===== config.mk =====
export PLATFORM = sky130hd
export DESIGN_NAME = ssp_synth_core
export DESIGN_NICKNAME = d
export VERILOG_FILES = /design/src/ssp_pkg.sv /design/src/ssp_reg_mem.sv /design/src/ssp_serial_slave.sv /design/src/ssp_synth_core.sv
export SDC_FILE = /design/constraint.sdc
export NUM_CORES = 1
export LEC_CHECK = 0
export BUFFER_PORTS_ARGS = -buffer_cell sky130_fd_sc_hd__buf_2
export CAP_MARGIN = 25
export CORE_UTILIZATION = 50
export DETAILED_ROUTE_END_ITERATION = 8
export GPL_ROUTABILITY_DRIVEN = 0
export MAX_ROUTING_LAYER = met4
export PLACE_DENSITY_LB_ADDON = 0.1
export SYNTH_ARGS = -nofsm -noshare
export SYNTH_HDL_FRONTEND = slang
export SYNTH_SLANG_ARGS = --single-unit

===== constraint.sdc =====
create_clock -name mclk_in -period 3.8 [get_ports mclk_in]
set_input_delay 0.57 -clock mclk_in [delete_from_list [all_inputs] [get_ports mclk_in]]
set_output_delay 0.57 -clock mclk_in [all_outputs]
set_load 0.05 [all_outputs]

===== src/ssp_pkg.sv =====
package ssp_pkg;

   // ---------------------------------------------------------------
   // register map (index; byte address is four times the index)
   // ---------------------------------------------------------------
   localparam int          REG_AW          = 6;
   localparam int          REG_DW          = 24;
   localparam int          MEM_DEPTH       = 16;
   localparam logic [5:0]  IDX_ID          = 6'h00;
   localparam logic [5:0]  IDX_CHIPEN      = 6'h01;
   localparam logic [5:0]  IDX_REFDIV      = 6'h02;
   localparam logic [5:0]  IDX_INTDIV      = 6'h03;
   localparam logic [5:0]  IDX_FRACDIV     = 6'h04;
   localparam logic [5:0]  IDX_VCO_RELAY   = 6'h05;
   localparam logic [5:0]  IDX_MODE        = 6'h06;
   localparam logic [5:0]  IDX_AFC         = 6'h0a;
   localparam logic [5:0]  IDX_READBACK    = 6'h0f;
   localparam logic [5:0]  IDX_STATUS      = 6'h10;

   // ---------------------------------------------------------------
   // reset values and fields
   // ---------------------------------------------------------------
   localparam logic [23:0] RST_CHIPEN      = 24'h000002;
   localparam logic [23:0] RST_REFDIV      = 24'h000001;
   localparam logic [23:0] RST_INTDIV      = 24'h0000c8;
   localparam logic [23:0] RST_OTHER       = 24'h000000;
   localparam int          CHIPEN_BIT      = 1;
   localparam int          AFC_OFF_BIT     = 11;
   localparam int          FRAC_EN_BIT     = 11;
   localparam int          RB_MODE_HI      = 7;
   localparam int          RB_MODE_LO      = 6;
   localparam int          GPO_SEL_W       = 5;
   localparam int          ST_BUSY_BIT     = 0;
   localparam int          ST_LOCK_BIT     = 1;
   localparam int          ST_PEND_BIT     = 2;

   // ---------------------------------------------------------------
   // serial frame and timing
   // ---------------------------------------------------------------
   localparam logic [5:0]  HDR_LAST_BIT    = 6'd6;
   localparam logic [5:0]  FRAME_LAST_BIT  = 6'd31;
   localparam int          SEARCH_CMP_PERIODS = 8000;
   localparam int          CLK_PERIOD_NS   = 25;
   localparam logic [1:0]  RESP_OKAY       = 2'b00;
   localparam logic [1:0]  RESP_SLVERR     = 2'b10;

   typedef enum logic [1:0] {
      RB_DATA_HIZ   = 2'b00,
      RB_GPO_HIZ    = 2'b01,
      RB_DATA_GPO   = 2'b10,
      RB_GPO_ALWAYS = 2'b11
   } ssp_rb_mode_t;

   typedef enum logic [1:0] {
      SS_IDLE  = 2'b00,
      SS_HEAD  = 2'b01,
      SS_WRITE = 2'b10,
      SS_READ  = 2'b11
   } ssp_ser_state_t;

   typedef struct packed {
      logic              en;
      logic [5:0]        idx;
      logic [23:0]       data;
   } ssp_wr_t;

endpackage


===== src/ssp_reg_mem.sv =====
`timescale 1ns/1ps
module ssp_reg_mem
   import ssp_pkg::*;
#(
   parameter int DEPTH = ssp_pkg::MEM_DEPTH
) (
   input  wire logic           clk_in,
   input  wire logic           rst_n_in,
   input  wire ssp_pkg::ssp_wr_t wr_in,
   input  wire logic [5:0]     rd_a_idx_in,
   input  wire logic [5:0]     rd_b_idx_in,
   output logic [23:0]         rd_a_data_out,
   output logic [23:0]         rd_b_data_out
);
   import ssp_pkg::*;

   logic [23:0] mem_reg [DEPTH];

   function automatic logic [23:0] reset_value(input int idx);
      case (idx)
         1:       reset_value = RST_CHIPEN;
         2:       reset_value = RST_REFDIV;
         3:       reset_value = RST_INTDIV;
         default: reset_value = RST_OTHER;
      endcase
   endfunction

   // -----------------------------------------------------------
   // storage; the identity slot is never written
   // -----------------------------------------------------------
   always_ff @(posedge clk_in) begin
      if (!rst_n_in) begin
         for (int i = 0; i < DEPTH; i++) begin
            mem_reg[i] <= reset_value(i);
         end
      end else if (wr_in.en && wr_in.idx != IDX_ID && wr_in.idx < 6'(DEPTH)) begin
         mem_reg[wr_in.idx[3:0]] <= wr_in.data;
      end
   end

   always_ff @(posedge clk_in) begin
      if (!rst_n_in) begin
         rd_a_data_out <= RST_OTHER;
         rd_b_data_out <= RST_OTHER;
      end else begin
         rd_a_data_out <= mem_reg[rd_a_idx_in[3:0]];
         rd_b_data_out <= mem_reg[rd_b_idx_in[3:0]];
      end
   end

endmodule


===== src/ssp_serial_slave.sv =====
`timescale 1ns/1ps
module ssp_serial_slave
   import ssp_pkg::*;
(
   input  wire logic           clk_in,
   input  wire logic           rst_n_in,
   input  wire logic           sclk_in,
   input  wire logic           sen_in,
   input  wire logic           sdi_in,
   input  wire logic [23:0]    rd_data_in,
   output ssp_pkg::ssp_wr_t    wr_out,
   output logic                rd_req_out,
   output logic [5:0]          rd_idx_out,
   output logic                reading_out,
   output logic                sdo_out
);
   import ssp_pkg::*;

   logic [2:0]     sclk_sync_reg;
   logic [1:0]     sen_sync_reg;
   logic [1:0]     sdi_sync_reg;
   ssp_ser_state_t state_reg;
   logic [5:0]     cnt_reg;
   logic [30:0]    shift_reg;
   logic [23:0]    out_reg;
   logic           load_reg;
   logic           sclk_rise;
   logic [6:0]     hdr;

   // -----------------------------------------------------------
   // pin synchronisers; the first stage feeds only the second
   // -----------------------------------------------------------
   always_ff @(posedge clk_in) begin
      if (!rst_n_in) begin
         sclk_sync_reg <= 3'h0;
         sen_sync_reg  <= 2'h0;
         sdi_sync_reg  <= 2'h0;
      end else begin
         sclk_sync_reg <= {sclk_sync_reg[1:0], sclk_in};
         sen_sync_reg  <= {sen_sync_reg[0], sen_in};
         sdi_sync_reg  <= {sdi_sync_reg[0], sdi_in};
      end
   end

   assign sclk_rise = sclk_sync_reg[1] && !sclk_sync_reg[2];
   assign hdr       = {shift_reg[5:0], sdi_sync_reg[1]};

   // -----------------------------------------------------------
   // frame decoder: rw bit, 6-bit address, 24-bit data, pad bit, msb first
   // -----------------------------------------------------------
   always_ff @(posedge clk_in) begin
      if (!rst_n_in) begin
         state_reg  <= SS_IDLE;
         cnt_reg    <= 6'h00;
         shift_reg  <= 31'h0;
         wr_out     <= '0;
         rd_req_out <= 1'b0;
         rd_idx_out <= 6'h00;
      end else begin
         wr_out.en  <= 1'b0;
         rd_req_out <= 1'b0;
         if (!sen_sync_reg[1]) begin
            // a frame cut short is dropped whole
            state_reg <= SS_IDLE;
            cnt_reg   <= 6'h00;
         end else if (sclk_rise) begin
            shift_reg <= {shift_reg[29:0], sdi_sync_reg[1]};
            cnt_reg   <= cnt_reg + 6'h01;
            case (state_reg)
               SS_IDLE, SS_HEAD: begin
                  state_reg <= SS_HEAD;
                  if (cnt_reg == HDR_LAST_BIT) begin
                     rd_idx_out <= hdr[5:0];
                     rd_req_out <= hdr[6];
                     state_reg  <= hdr[6] ? SS_READ : SS_WRITE;
                  end
               end
               SS_WRITE: begin
                  if (cnt_reg == FRAME_LAST_BIT) begin
                     wr_out.en   <= 1'b1;
                     wr_out.idx  <= shift_reg[29:24];
                     wr_out.data <= shift_reg[23:0];
                     state_reg   <= SS_IDLE;
                  end
               end
               SS_READ: begin
                  if (cnt_reg == FRAME_LAST_BIT) begin
                     state_reg <= SS_IDLE;
                  end
               end
               default: state_reg <= SS_IDLE;
            endcase
         end
      end
   end

   // -----------------------------------------------------------
   // read data shifter, one bit per rising serial clock
   // -----------------------------------------------------------
   always_ff @(posedge clk_in) begin
      if (!rst_n_in) begin
         load_reg    <= 1'b0;
         out_reg     <= 24'h000000;
         sdo_out     <= 1'b0;
         reading_out <= 1'b0;
      end else begin
         load_reg <= rd_req_out;
         if (load_reg) begin
            out_reg <= rd_data_in;
         end else if (sclk_rise && state_reg == SS_READ) begin
            sdo_out <= out_reg[23];
            out_reg <= {out_reg[22:0], 1'b0};
         end
         reading_out <= sen_sync_reg[1] && state_reg == SS_READ;
      end
   end

endmodule


===== src/ssp_synth_core.sv =====
`timescale 1ns/1ps
// How it works
// - mode 00/01 drive only during reads
// - mode 10 mixes, mode 11 always gpo
// - fraction after integer in fractional mode starts timed search
// - integer write in integer mode searches
module ssp_synth_core
   import ssp_pkg::*;
#(
   parameter int          SEARCH_WAIT_CYCLES = ssp_pkg::SEARCH_CMP_PERIODS,
   parameter logic [23:0] CHIP_ID            = 24'h00a5a5   // arbitrary value
) (
   input  wire logic        mclk_in,
   input  wire logic        rst_n_in,
   input  wire logic [7:0]  s_axi_awaddr_in,
   input  wire logic        s_axi_awvalid_in,
   output logic             s_axi_awready_out,
   input  wire logic [31:0] s_axi_wdata_in,
   input  wire logic [3:0]  s_axi_wstrb_in,
   input  wire logic        s_axi_wvalid_in,
   output logic             s_axi_wready_out,
   output logic [1:0]       s_axi_bresp_out,
   output logic             s_axi_bvalid_out,
   input  wire logic        s_axi_bready_in,
   input  wire logic [7:0]  s_axi_araddr_in,
   input  wire logic        s_axi_arvalid_in,
   output logic             s_axi_arready_out,
   output logic [31:0]      s_axi_rdata_out,
   output logic [1:0]       s_axi_rresp_out,
   output logic             s_axi_rvalid_out,
   input  wire logic        s_axi_rready_in,
   input  wire logic        sclk_in,
   input  wire logic        sen_in,
   input  wire logic        sdi_in,
   output logic             lock_readback_pin_out,
   output logic             lock_readback_pin_oe_out
);
   import ssp_pkg::*;

   localparam logic [31:0] WAIT_LAST = 32'(SEARCH_WAIT_CYCLES - 1);

   ssp_wr_t     ser_wr;
   ssp_wr_t     bus_wr;
   ssp_wr_t     mem_wr;
   logic        ser_rd_req;
   logic [5:0]  ser_rd_idx;
   logic        ser_reading;
   logic        ser_sdo;
   logic [23:0] mem_a_data;
   logic [23:0] mem_b_data;
   logic [23:0] ser_rd_data;
   logic [5:0]  ar_rd_idx;

   logic        aw_full_reg;
   logic [5:0]  aw_idx_reg;
   logic        aw_err_reg;
   logic        w_full_reg;
   logic [23:0] w_data_reg;
   logic        w_any_reg;
   logic        ar_busy_reg;
   logic        ar_stage_reg;
   logic [5:0]  ar_idx_reg;
   logic        ar_err_reg;

   logic [23:0] chipen_reg;
   logic [23:0] mode_reg;
   logic [23:0] afc_reg;
   logic [23:0] rb_reg;
   logic        int_pend_reg;
   logic        busy_reg;
   logic [31:0] wait_cnt_reg;
   logic        search_start;
   logic        lock_det;
   logic        gpo_sel;
   logic [23:0] status_word;

   // -----------------------------------------------------------
   // helpers
   // -----------------------------------------------------------
   function automatic logic idx_mapped(input logic [7:0] addr);
      idx_mapped = (addr[1:0] == 2'b00) && (addr[7:2] <= IDX_STATUS);
   endfunction

   function automatic logic wr_hits(input ssp_wr_t w, input logic [5:0] idx);
      wr_hits = w.en && (w.idx == idx);
   endfunction

   // -----------------------------------------------------------
   // serial control port and register storage
   // -----------------------------------------------------------
   ssp_serial_slave u_serial (
      .clk_in      (mclk_in),
      .rst_n_in    (rst_n_in),
      .sclk_in     (sclk_in),
      .sen_in      (sen_in),
      .sdi_in      (sdi_in),
      .rd_data_in  (ser_rd_data),
      .wr_out      (ser_wr),
      .rd_req_out  (ser_rd_req),
      .rd_idx_out  (ser_rd_idx),
      .reading_out (ser_reading),
      .sdo_out     (ser_sdo)
   );

   // the serial port wins a shared cycle; the bus write simply waits
   always_comb begin
      bus_wr.en   = aw_full_reg && w_full_reg && !s_axi_bvalid_out && !ser_wr.en
                    && !aw_err_reg && w_any_reg;
      bus_wr.idx  = aw_idx_reg;
      bus_wr.data = w_data_reg;
      mem_wr      = ser_wr.en ? ser_wr : bus_wr;
   end

   // the memory is read on the address edge so its data stand for the answer
   assign ar_rd_idx = (s_axi_arvalid_in && s_axi_arready_out) ? s_axi_araddr_in[7:2]
                                                              : ar_idx_reg;

   ssp_reg_mem #(
      .DEPTH (MEM_DEPTH)
   ) u_mem (
      .clk_in        (mclk_in),
      .rst_n_in      (rst_n_in),
      .wr_in         (mem_wr),
      .rd_a_idx_in   (ar_rd_idx),
      .rd_b_idx_in   (ser_rd_idx),
      .rd_a_data_out (mem_a_data),
      .rd_b_data_out (mem_b_data)
   );

   always_comb begin
      status_word              = 24'h000000;
      status_word[ST_BUSY_BIT] = busy_reg;
      status_word[ST_LOCK_BIT] = lock_det;
      status_word[ST_PEND_BIT] = int_pend_reg;
   end

   assign ser_rd_data = (ser_rd_idx == IDX_ID) ? CHIP_ID : mem_b_data;

   // -----------------------------------------------------------
   // control shadows of the registers that steer the logic
   // -----------------------------------------------------------
   always_ff @(posedge mclk_in) begin
      if (!rst_n_in) begin
         chipen_reg <= RST_CHIPEN;
         mode_reg   <= RST_OTHER;
         afc_reg    <= RST_OTHER;
         rb_reg     <= RST_OTHER;
      end else begin
         if (wr_hits(mem_wr, IDX_CHIPEN)) begin
            chipen_reg <= mem_wr.data;
         end
         if (wr_hits(mem_wr, IDX_MODE)) begin
            mode_reg <= mem_wr.data;
         end
         if (wr_hits(mem_wr, IDX_AFC)) begin
            afc_reg <= mem_wr.data;
         end
         if (wr_hits(mem_wr, IDX_READBACK)) begin
            rb_reg <= mem_wr.data;
         end
      end
   end

   // -----------------------------------------------------------
   // automatic segment search
   // -----------------------------------------------------------
   // a fraction write arms a search only after an integer write,
   // so a lone fraction tweak does not disturb the loop
   always_comb begin
      search_start = 1'b0;
      if (!afc_reg[AFC_OFF_BIT]) begin
         if (mode_reg[FRAC_EN_BIT] && int_pend_reg && wr_hits(mem_wr, IDX_FRACDIV)) begin
            search_start = 1'b1;
         end
         if (!mode_reg[FRAC_EN_BIT] && wr_hits(mem_wr, IDX_INTDIV)) begin
            search_start = 1'b1;
         end
      end
   end

   always_ff @(posedge mclk_in) begin
      if (!rst_n_in) begin
         int_pend_reg <= 1'b0;
      end else if (wr_hits(mem_wr, IDX_INTDIV)) begin
         int_pend_reg <= 1'b1;
      end else if (wr_hits(mem_wr, IDX_FRACDIV)) begin
         int_pend_reg <= 1'b0;
      end
   end

   // a restart while busy reloads the full wait
   always_ff @(posedge mclk_in) begin
      if (!rst_n_in) begin
         busy_reg     <= 1'b0;
         wait_cnt_reg <= 32'h0;
      end else if (search_start) begin
         busy_reg     <= 1'b1;
         wait_cnt_reg <= 32'h0;
      end else if (busy_reg) begin
         if (wait_cnt_reg == WAIT_LAST) begin
            busy_reg <= 1'b0;
         end
         wait_cnt_reg <= wait_cnt_reg + 32'h1;
      end
   end

   assign lock_det = chipen_reg[CHIPEN_BIT] && !busy_reg;
   // only the lock indication and the search flag are wired to gpo
   assign gpo_sel  = (rb_reg[GPO_SEL_W-1:0] == 5'h01) ? lock_det :
                     (rb_reg[GPO_SEL_W-1:0] == 5'h00) ? busy_reg : 1'b0;

   // -----------------------------------------------------------
   // readback pin
   // -----------------------------------------------------------
   always_ff @(posedge mclk_in) begin
      if (!rst_n_in) begin
         lock_readback_pin_out    <= 1'b0;
         lock_readback_pin_oe_out <= 1'b0;
      end else begin
         case (ssp_rb_mode_t'(rb_reg[RB_MODE_HI:RB_MODE_LO]))
            RB_DATA_HIZ: begin
               lock_readback_pin_out    <= ser_sdo;
               lock_readback_pin_oe_out <= ser_reading;
            end
            RB_GPO_HIZ: begin
               lock_readback_pin_out    <= gpo_sel;
               lock_readback_pin_oe_out <= ser_reading;
            end
            RB_DATA_GPO: begin
               lock_readback_pin_out    <= ser_reading ? ser_sdo : gpo_sel;
               lock_readback_pin_oe_out <= 1'b1;
            end
            RB_GPO_ALWAYS: begin
               lock_readback_pin_out    <= gpo_sel;
               lock_readback_pin_oe_out <= 1'b1;
            end
            default: begin
               lock_readback_pin_out    <= 1'b0;
               lock_readback_pin_oe_out <= 1'b0;
            end
         endcase
      end
   end

   // -----------------------------------------------------------
   // axi4-lite write channels
   // -----------------------------------------------------------
   always_ff @(posedge mclk_in) begin
      if (!rst_n_in) begin
         aw_full_reg <= 1'b0;
         aw_idx_reg  <= 6'h00;
         aw_err_reg  <= 1'b0;
      end else if (s_axi_awvalid_in && s_axi_awready_out) begin
         aw_full_reg <= 1'b1;
         aw_idx_reg  <= s_axi_awaddr_in[7:2];
         aw_err_reg  <= !idx_mapped(s_axi_awaddr_in);
      end else if (s_axi_bvalid_out && s_axi_bready_in) begin
         aw_full_reg <= 1'b0;
      end
   end

   // partial strobes are not merged: any strobe in the low three bytes writes the whole word
   always_ff @(posedge mclk_in) begin
      if (!rst_n_in) begin
         w_full_reg <= 1'b0;
         w_data_reg <= 24'h000000;
         w_any_reg  <= 1'b0;
      end else if (s_axi_wvalid_in && s_axi_wready_out) begin
         w_full_reg <= 1'b1;
         w_data_reg <= s_axi_wdata_in[23:0];
         w_any_reg  <= |s_axi_wstrb_in[2:0];
      end else if (s_axi_bvalid_out && s_axi_bready_in) begin
         w_full_reg <= 1'b0;
      end
   end

   always_ff @(posedge mclk_in) begin
      if (!rst_n_in) begin
         s_axi_awready_out <= 1'b0;
         s_axi_wready_out  <= 1'b0;
         s_axi_bvalid_out  <= 1'b0;
         s_axi_bresp_out   <= RESP_OKAY;
      end else begin
         s_axi_awready_out <= !aw_full_reg && !(s_axi_awvalid_in && s_axi_awready_out);
         s_axi_wready_out  <= !w_full_reg && !(s_axi_wvalid_in && s_axi_wready_out);
         if (s_axi_bvalid_out && s_axi_bready_in) begin
            s_axi_bvalid_out <= 1'b0;
         end else if (aw_full_reg && w_full_reg && !s_axi_bvalid_out
                      && (aw_err_reg || !ser_wr.en)) begin
            s_axi_bvalid_out <= 1'b1;
            s_axi_bresp_out  <= aw_err_reg ? RESP_SLVERR : RESP_OKAY;
         end
      end
   end

   // -----------------------------------------------------------
   // axi4-lite read channels
   // -----------------------------------------------------------
   always_ff @(posedge mclk_in) begin
      if (!rst_n_in) begin
         ar_busy_reg       <= 1'b0;
         ar_stage_reg      <= 1'b0;
         ar_idx_reg        <= 6'h00;
         ar_err_reg        <= 1'b0;
         s_axi_arready_out <= 1'b0;
         s_axi_rvalid_out  <= 1'b0;
         s_axi_rdata_out   <= 32'h0;
         s_axi_rresp_out   <= RESP_OKAY;
      end else begin
         s_axi_arready_out <= !ar_busy_reg && !(s_axi_arvalid_in && s_axi_arready_out);
         if (s_axi_arvalid_in && s_axi_arready_out) begin
            ar_busy_reg  <= 1'b1;
            ar_stage_reg <= 1'b1;
            ar_idx_reg   <= s_axi_araddr_in[7:2];
            ar_err_reg   <= !idx_mapped(s_axi_araddr_in);
         end else if (ar_stage_reg) begin
            ar_stage_reg     <= 1'b0;
            s_axi_rvalid_out <= 1'b1;
            s_axi_rresp_out  <= ar_err_reg ? RESP_SLVERR : RESP_OKAY;
            if (ar_err_reg) begin
               s_axi_rdata_out <= 32'h0;
            end else if (ar_idx_reg == IDX_ID) begin
               s_axi_rdata_out <= {8'h00, CHIP_ID};
            end else if (ar_idx_reg == IDX_STATUS) begin
               s_axi_rdata_out <= {8'h00, status_word};
            end else begin
               s_axi_rdata_out <= {8'h00, mem_a_data};
            end
         end else if (s_axi_rvalid_out && s_axi_rready_in) begin
            s_axi_rvalid_out <= 1'b0;
            ar_busy_reg      <= 1'b0;
         end
      end
   end

endmodule


==> results of run 1 <==
[placed cells by master, fill, tap and decap left out, types with 7 or more instances in the layout]
cell type	instances
nor2_1	425
nand2_1	422
edfxtp_1	384
dfxtp_1	274
a21oi_1	131
mux4_2	120
buf_4	96
buf_2	85
clkbuf_16	80
nand3_1	64
and3_1	55
a31oi_1	52
a211oi_1	51
and2_1	36
o21ai_0	34
conb_1	34
mux2i_1	31
nor3_1	28
a22o_1	24
a32oi_1	24
a21boi_0	24
a211o_1	24
nor4bb_1	24
a21o_1	23
xor2_1	23
clkbuf_1	22
nor2_2	20
nand4_1	18
a31o_2	17
buf_12	16
a22oi_1	15
clkbuf_8	14
xnor2_1	12
inv_1	10
o22ai_1	8
nor4_1	8
a31o_1	8
nand2b_1	7
mux2_2	7
[synthesized netlist by cell type (7+ instances only)]
cell	n	area (um^2)
and2_1	36	225
buf_4	15	113
nand2b_1	7	43.8
nor4bb_1	24	240
mux4_2	120	2700
dfxtp_1	278	5570
a31o_2	17	149
nand3_1	65	325
buf_2	55	275
nand2_1	423	1590
a32oi_1	24	210
xnor2_1	12	105
nand4_1	18	113
nor2_2	20	125
buf_6	11	124
o22ai_1	8	50.1
o21ai_0	36	180
buf_1	9	33.8
a22o_1	24	210
a21oi_1	132	661
a211oi_1	51	383
xor2_1	23	201
mux2i_1	32	320
nor2_1	426	1600
a21o_1	23	173
nor3_1	30	150
inv_1	11	41.3
a22oi_1	15	113
a31o_1	8	70.1
nor4_1	8	50.1
a21boi_0	24	180
edfxtp_1	384	11500
a31oi_1	52	325
and3_1	55	344
a211o_1	24	210
clkbuf_1	155	582
mux2_2	7	78.8
[how the worst min path moves through the flow]
stage | slack (ns) | cells past startpoint | to | start
6_report | 0.16 | 2 | u_serial.sdi_sync_reg[0]$_SDFF_PN0_ | sdi_in
5_1_grt | 0.14 | 2 | u_serial.sdi_sync_reg[0]$_SDFF_PN0_ | sdi_in
4_1_cts | 0.14 | 3 | w_any_reg$_SDFFE_PN0P_ | s_axi_wstrb_in[2]
3_5_place_dp | 0.43 | 1 | u_serial.sclk_sync_reg[1]$_SDFF_PN0_ | u_serial.sclk_sync_reg[0]$_SDFF_PN0_
3_3_place_gp | 0.42 | 1 | u_serial.sclk_sync_reg[1]$_SDFF_PN0_ | u_serial.sclk_sync_reg[0]$_SDFF_PN0_
2_1_floorplan | 0.40 | 1 | s_axi_arready_out$_SDFF_PN0_ | ar_busy_reg$_SDFFE_PN0P_
[area by class of cell]
cell class | instances | area, um^2 | area share (%)
antenna | 2 | 5.00 | 0.0146
clock buffer | 118 | 2290 | 6.70
clock inverter | 16 | 140 | 0.410
inverter | 11 | 46.3 | 0.135
multi-input combinational | 1860 | 12100 | 35.4
sequential | 662 | 17100 | 50.0
tap | 773 | 967 | 2.83
timing repair buffer | 200 | 1520 | 4.46
[power by group]
| part | total [W] | leakage (nW) | internal (W) | switching [W] |
|---|---|---|---|---|
| sequential | 0.00799 | 6.19 | 0.00781 | 0.000173 |
| combinational | 0.00123 | 4.41 | 0.000414 | 0.000816 |
| clock | 0.00716 | 1.20 | 0.00427 | 0.00289 |
[kinds of logic (layout without fill, tap and decap cells)]
logic type / Yosys count / count (layout)
fa+ha+maj: 3 / 3
flops: 662 / 662
buf+inv: 256 / 345
compound gates: 468 / 468
mux: 159 / 159
simple gates: 1161 / 1161
other cells: 1 / 36
xor+xnor: 35 / 35
[stage by stage]
stage	area, um^2	hold WS (ns)	std cells
detailed placement	31700	0.426	3504
finish	34200	0.164	3642
floorplan	30200	0.402	2778
global route	34200	0.143	3642
global placement	31700	0.418	3503
CTS	34100	0.138	3638
[layer usage]
metal	global-route usage, %	part of all wire [%]	wire [um]	up-vias
li1	-	-	-	10000
met1	42.6	39	37700	11500
met2	50.6	47	45500	1339
met3	7.95	11	10800	229
met4	11.5	3.6	3500	0
met5	-	0	0	-
[worst max-delay path, stage by stage (launching register included)]
cell and delay (ns):
dfxtp_1 0.63, and2_0 0.20, buf_4 0.23, o21a_1 0.54
buf_4 0.41, a211oi_1 0.10, nor4bb_1 0.54, a31o_2 0.18
==> impl_metrics.json, run 1 <==
{
  "drcViolationCount": 6,
  "initial_utilization_pct": 50.8,
  "synth-async-reset-ratio_pct": 0,
  "finalCritPeriodShare_pct": 76.2,
  "slew_headroom_pct": 33.1,
  "synth_compound_area_share_pct": 10.6,
  "max-clock-path-buffers": 3,
  "vdd_ir_drop_max_mv": 0.311,
  "hp-class": "in -> reg",
  "ys_seq_area_share_pct": 56.8,
  "cts.sinks": 662,
  "syn_area_um2": 30100,
  "postRouteAntennaNets": 0,
  "htreeDepth": 3,
  "track_usage_pct": 32.9,
  "ios": 105,
  "reg2reg_depth": 7,
  "ys.flop_type": "edfxtp_1",
  "synth_xor_area_share_pct": 1.02,
  "grt_max_degree": 97,
  "r2r-start": "s_axi_arready_out$_SDFF_PN0_",
  "syn_inst": 2745,
  "grt_pass1_wl_um": 142000,
  "arrival_ns": 3.45,
  "clkSlewWorstSetupHoldPaths_ns": 0.05,
  "min_period_ns": 2.90,
  "clock_latency_ns": 0.62,
  "fin_total_pwr_w": 0.0164,
  "wl_per_cell_um": 26.8,
  "first_iter_violations": 2720,
  "fin_worst_skew_ns": 0.0206,
  "r2r_slack_ns": 0.90,
  "synth_top_family_by_area": "simple AND/OR/NAND/NOR gates",
  "die-width_um": 247,
  "antenna_found_initial": 3,
  "setup-tns-final_ns": 0,
  "synth_edf_count": 384,
  "slew_violations": 0,
  "worst_pin_slew_ns": 0.996,
  "crit_type": "reg -> reg",
  "synth.avg_cell_area_um2": 11.0,
  "hpwl_um": 57800,
  "rsz0062_at_grt": "no",
  "fillers": 4955,
  "routed_wl_um": 97500,
  "startpoint": "s_axi_arready_out$_SDFF_PN0_",
  "num_rows": 89,
  "tritoncts": "built",
  "p_per_area_nw_per_um2": 479,
  "max_freq_ghz": 0.345,
  "reg2reg_to": "u_mem.rd_a_data_out[1]$_SDFF_PN0_",
  "crit_path_end_kind": "flip-flop",
  "grt_pass1_vias": 22000,
  "cts_hold_buf": 0,
  "synthMuxAreaShare_pct": 10.3,
  "max_cap_violations": 0,
  "startpoint_type": "flip-flop",
  "endpoint": "u_mem.rd_a_data_out[1]$_SDFF_PN0_",
  "hold_viol": 0,
  "syn_to_final_growth_pct": 13.5,
  "post_cts_resized": 0,
  "port_buffers": 85,
  "cp_max_fo": 14,
  "violations": "design-rule violations",
  "first_pass_iters": 9,
  "ys_ff_latch": 662,
  "synth.distinct_cells": 73,
  "run_status": "finished with violations",
  "grt_overflow": 0,
  "cp.required_ns": 4.36,
  "viasPerCell": 6.34,
  "fp.dieArea_um2": 61200,
  "synthSimpleGateAreaFrac_pct": 17.3,
  "core-area_um2": 59200,
  "synthAdderAreaFrac_pct": 0.125,
  "post-place-ws_ns": 0.900,
  "fp.dieH_um": 247,
  "cts_inserted_buffers": 73,
  "largest_register_ffs": 384,
  "post_cts_buffers": 0,
  "setup_slack_ns": 0.903,
  "setup_viol": 0,
  "drive_gt1_share_pct": 17.7,
  "cts_root_buf": "clkbuf_16",
  "yosysWarnings": 0,
  "fin_nets": 2873,
  "final_util_pct": 57.7,
  "vias": 23100,
  "p_leak_nw": 11.8
}
Power figures use the tool's default switching activity.
==> run 2: changes to the inputs <==
==> constraint.sdc (replaced) <==
create_clock -name mclk_in -period 2.7 [get_ports mclk_in]
set_input_delay 0.405 -clock mclk_in [delete_from_list [all_inputs] [get_ports mclk_in]]
set_output_delay 0.405 -clock mclk_in [all_outputs]
set_load 0.05 [all_outputs]
==> run 2 against run 1 <==
Effect of this change:
- the flow still finishes with violations (design-rule violations)
- setup slack lost 0.67 ns
- clock-buffer cell count down 4
- sequential share of layout area down 1.0 points
- via count about the same
- routed wire length decreased by 3.1%
- critical path depth is the same
- largest cell class unchanged
- fmax increased by 18%
- register-to-register slack got worse by 0.67 ns
- cell count increased by 1.3%
- clock skew fell by 0.0034 ns
- cell area rose by 2.1%
==> impl_metrics.json, run 2 (same netlist as run 1, synthesis figures left out) <==
{
  "syn_to_final_growth_pct": 15.8,
  "wl_per_cell_um": 25.6,
  "crit_type": "reg -> reg",
  "port_buffers": 85,
  "setup_viol": 0,
  "placed_cell_area_um2": 32200,
  "hold_viol": 0,
  "max_freq_ghz": 0.406,
  "cts_inserted_buffers": 72,
  "clock_latency_ns": 0.61,
  "cp_max_fo": 18,
  "antenna_found_initial": 4,
  "grt_overflow": 0,
  "max-clock-path-buffers": 3,
  "fp.dieH_um": 247,
  "first_iter_violations": 2693,
  "hpwl_um": 58600,
  "track_usage_pct": 31.7,
  "first_pass_iters": 9,
  "grt_pass1_vias": 22100,
  "rsz0062_at_grt": "no",
  "min_period_ns": 2.46,
  "grt_pass1_wl_um": 138000,
  "viasPerCell": 6.26,
  "post-place-ws_ns": 0.204,
  "startpoint_type": "flip-flop",
  "htreeDepth": 3,
  "whs_ns": 0.0197,
  "grt_max_degree": 96,
  "hp-class": "in -> reg",
  "ios": 105,
  "p_per_area_nw_per_um2": 664,
  "routed_wl_um": 94500,
  "cts.sinks": 662,
  "crit_path_end_kind": "flip-flop",
  "fin_worst_skew_ns": 0.0172,
  "core-area_um2": 59200,
  "slew_headroom_pct": 47.6,
  "initial_utilization_pct": 50.8,
  "largest_register_ffs": 384,
  "fin_nets": 2923,
  "setup-tns-final_ns": 0,
  "die-width_um": 247,
  "vias": 23100,
  "final_util_pct": 58.9,
  "r2r_slack_ns": 0.24,
  "post_cts_buffers": 0,
  "finalCritPeriodShare_pct": 91.3,
  "p_leak_nw": 12.1,
  "violations": "design-rule violations",
  "cts_root_buf": "clkbuf_16",
  "fin_area_um2": 34900,
  "num_rows": 89,
  "arrival_ns": 2.73,
  "clkSlewWorstSetupHoldPaths_ns": 0.06,
  "fp.dieArea_um2": 61200,
  "most-common-layout-cells": "425 x nor2_1, 416 x nand2_1, 384 x edfxtp_1",
  "tritoncts": "built",
  "mostFrequentLayoutCell": "nor2_1",
  "slew_violations": 0,
  "run_status": "finished with violations",
  "setup_slack_ns": 0.236,
  "drive_gt1_share_pct": 18.5,
  "drcViolationCount": 4,
  "vdd_ir_drop_max_mv": 0.472,
  "max_cap_violations": 0,
  "cp.required_ns": 2.97,
  "postRouteAntennaNets": 0,
  "worst_pin_slew_ns": 0.786
}
==> run 2: changes by cell type in the layout (fill, tap and decap cells not counted), moves of 2 or more <==
cell / previous run / this run
clkinvlp_4: 0 / 2
nand2_2: 0 / 6
clkbuf_16: 80 / 76
clkbuf_1: 22 / 24
buf_4: 96 / 105
buf_12: 16 / 37
bufinv_16: 2 / 6
nand2_1: 422 / 416
clkinv_1: 4 / 2
dlygate4sd3_1: 0 / 23
==> run 2: area by class of cell <==
type                    count  area, um^2
fillers                  4878       24400
flip-flops and latches    662       17100
inverters                  11        46.3
clock inverters            19         268
well taps                 773         967
multi-input cells        1860       12100
clock buffers             114        2180
diodes                      1        2.50
repair buffers            251        2200
==> run 2: per-layer routing <==
metal | GRT usage, % | vias to the layer above | wire length [um]
met3 | 7.30 | 270 | 9710
met1 | 41.2 | 11500 | 37400
met4 | 12.5 | 0 | 3710
met2 | 48.2 | 1281 | 43600
met5 | - | - | 0
li1 | - | 10100 | -
==> run 2: power by group <==
part,internal (W),switching [W],leakage (nW),total [W]
clock,0.00612,0.00403,1.19,0.0101
combinational,0.000651,0.00115,4.73,0.00180
sequential,0.0110,0.000227,6.19,0.0112
==> run 2: path summary, 6_finish.rpt <==
path                                       start                            endpoint  depth (start not counted)
hold reg to reg   u_serial.rd_req_out$_SDFF_PN0_        u_serial.load_reg$_SDFF_PN0_                          1
hold / removal                 s_axi_wdata_in[2]          w_data_reg[2]$_SDFFE_PN0P_                          2
setup reg to reg  u_serial.wr_out[30]$_SDFF_PN0_  u_mem.mem_reg[5][23]$_SDFFCE_PN0P_                          7
setup / recovery  u_serial.wr_out[30]$_SDFF_PN0_  u_mem.mem_reg[5][23]$_SDFFCE_PN0P_                          7
==> run 2: what timing repair did <==
| action | in CTS | in global routing |
|---|---|---|
| gates resized for setup | 0 | 0 |
| hold endpoints to repair | 22 | 0 |
| hold buffers | 23 | 0 |
==> run 2: per-stage QoR <==
| stage | total power [W] | std cells |
|---|---|---|
| after global placement | 0.0131 | 3533 |
| final | 0.0232 | 3691 |
| after CTS | 0.0233 | 3689 |
| after detailed placement | 0.0132 | 3533 |
| after floorplan | 0.0124 | 2778 |
| after global routing | 0.0238 | 3691 |
==> run 2: critical path: stages (launching register included) <==
cell and delay, ns:
dfxtp_2 0.41, and4bb_2 0.41, a22oi_4 0.10, buf_4 0.22
nor3_1 0.25, nand2b_1 0.22, nand2_1 0.15, buf_4 0.35
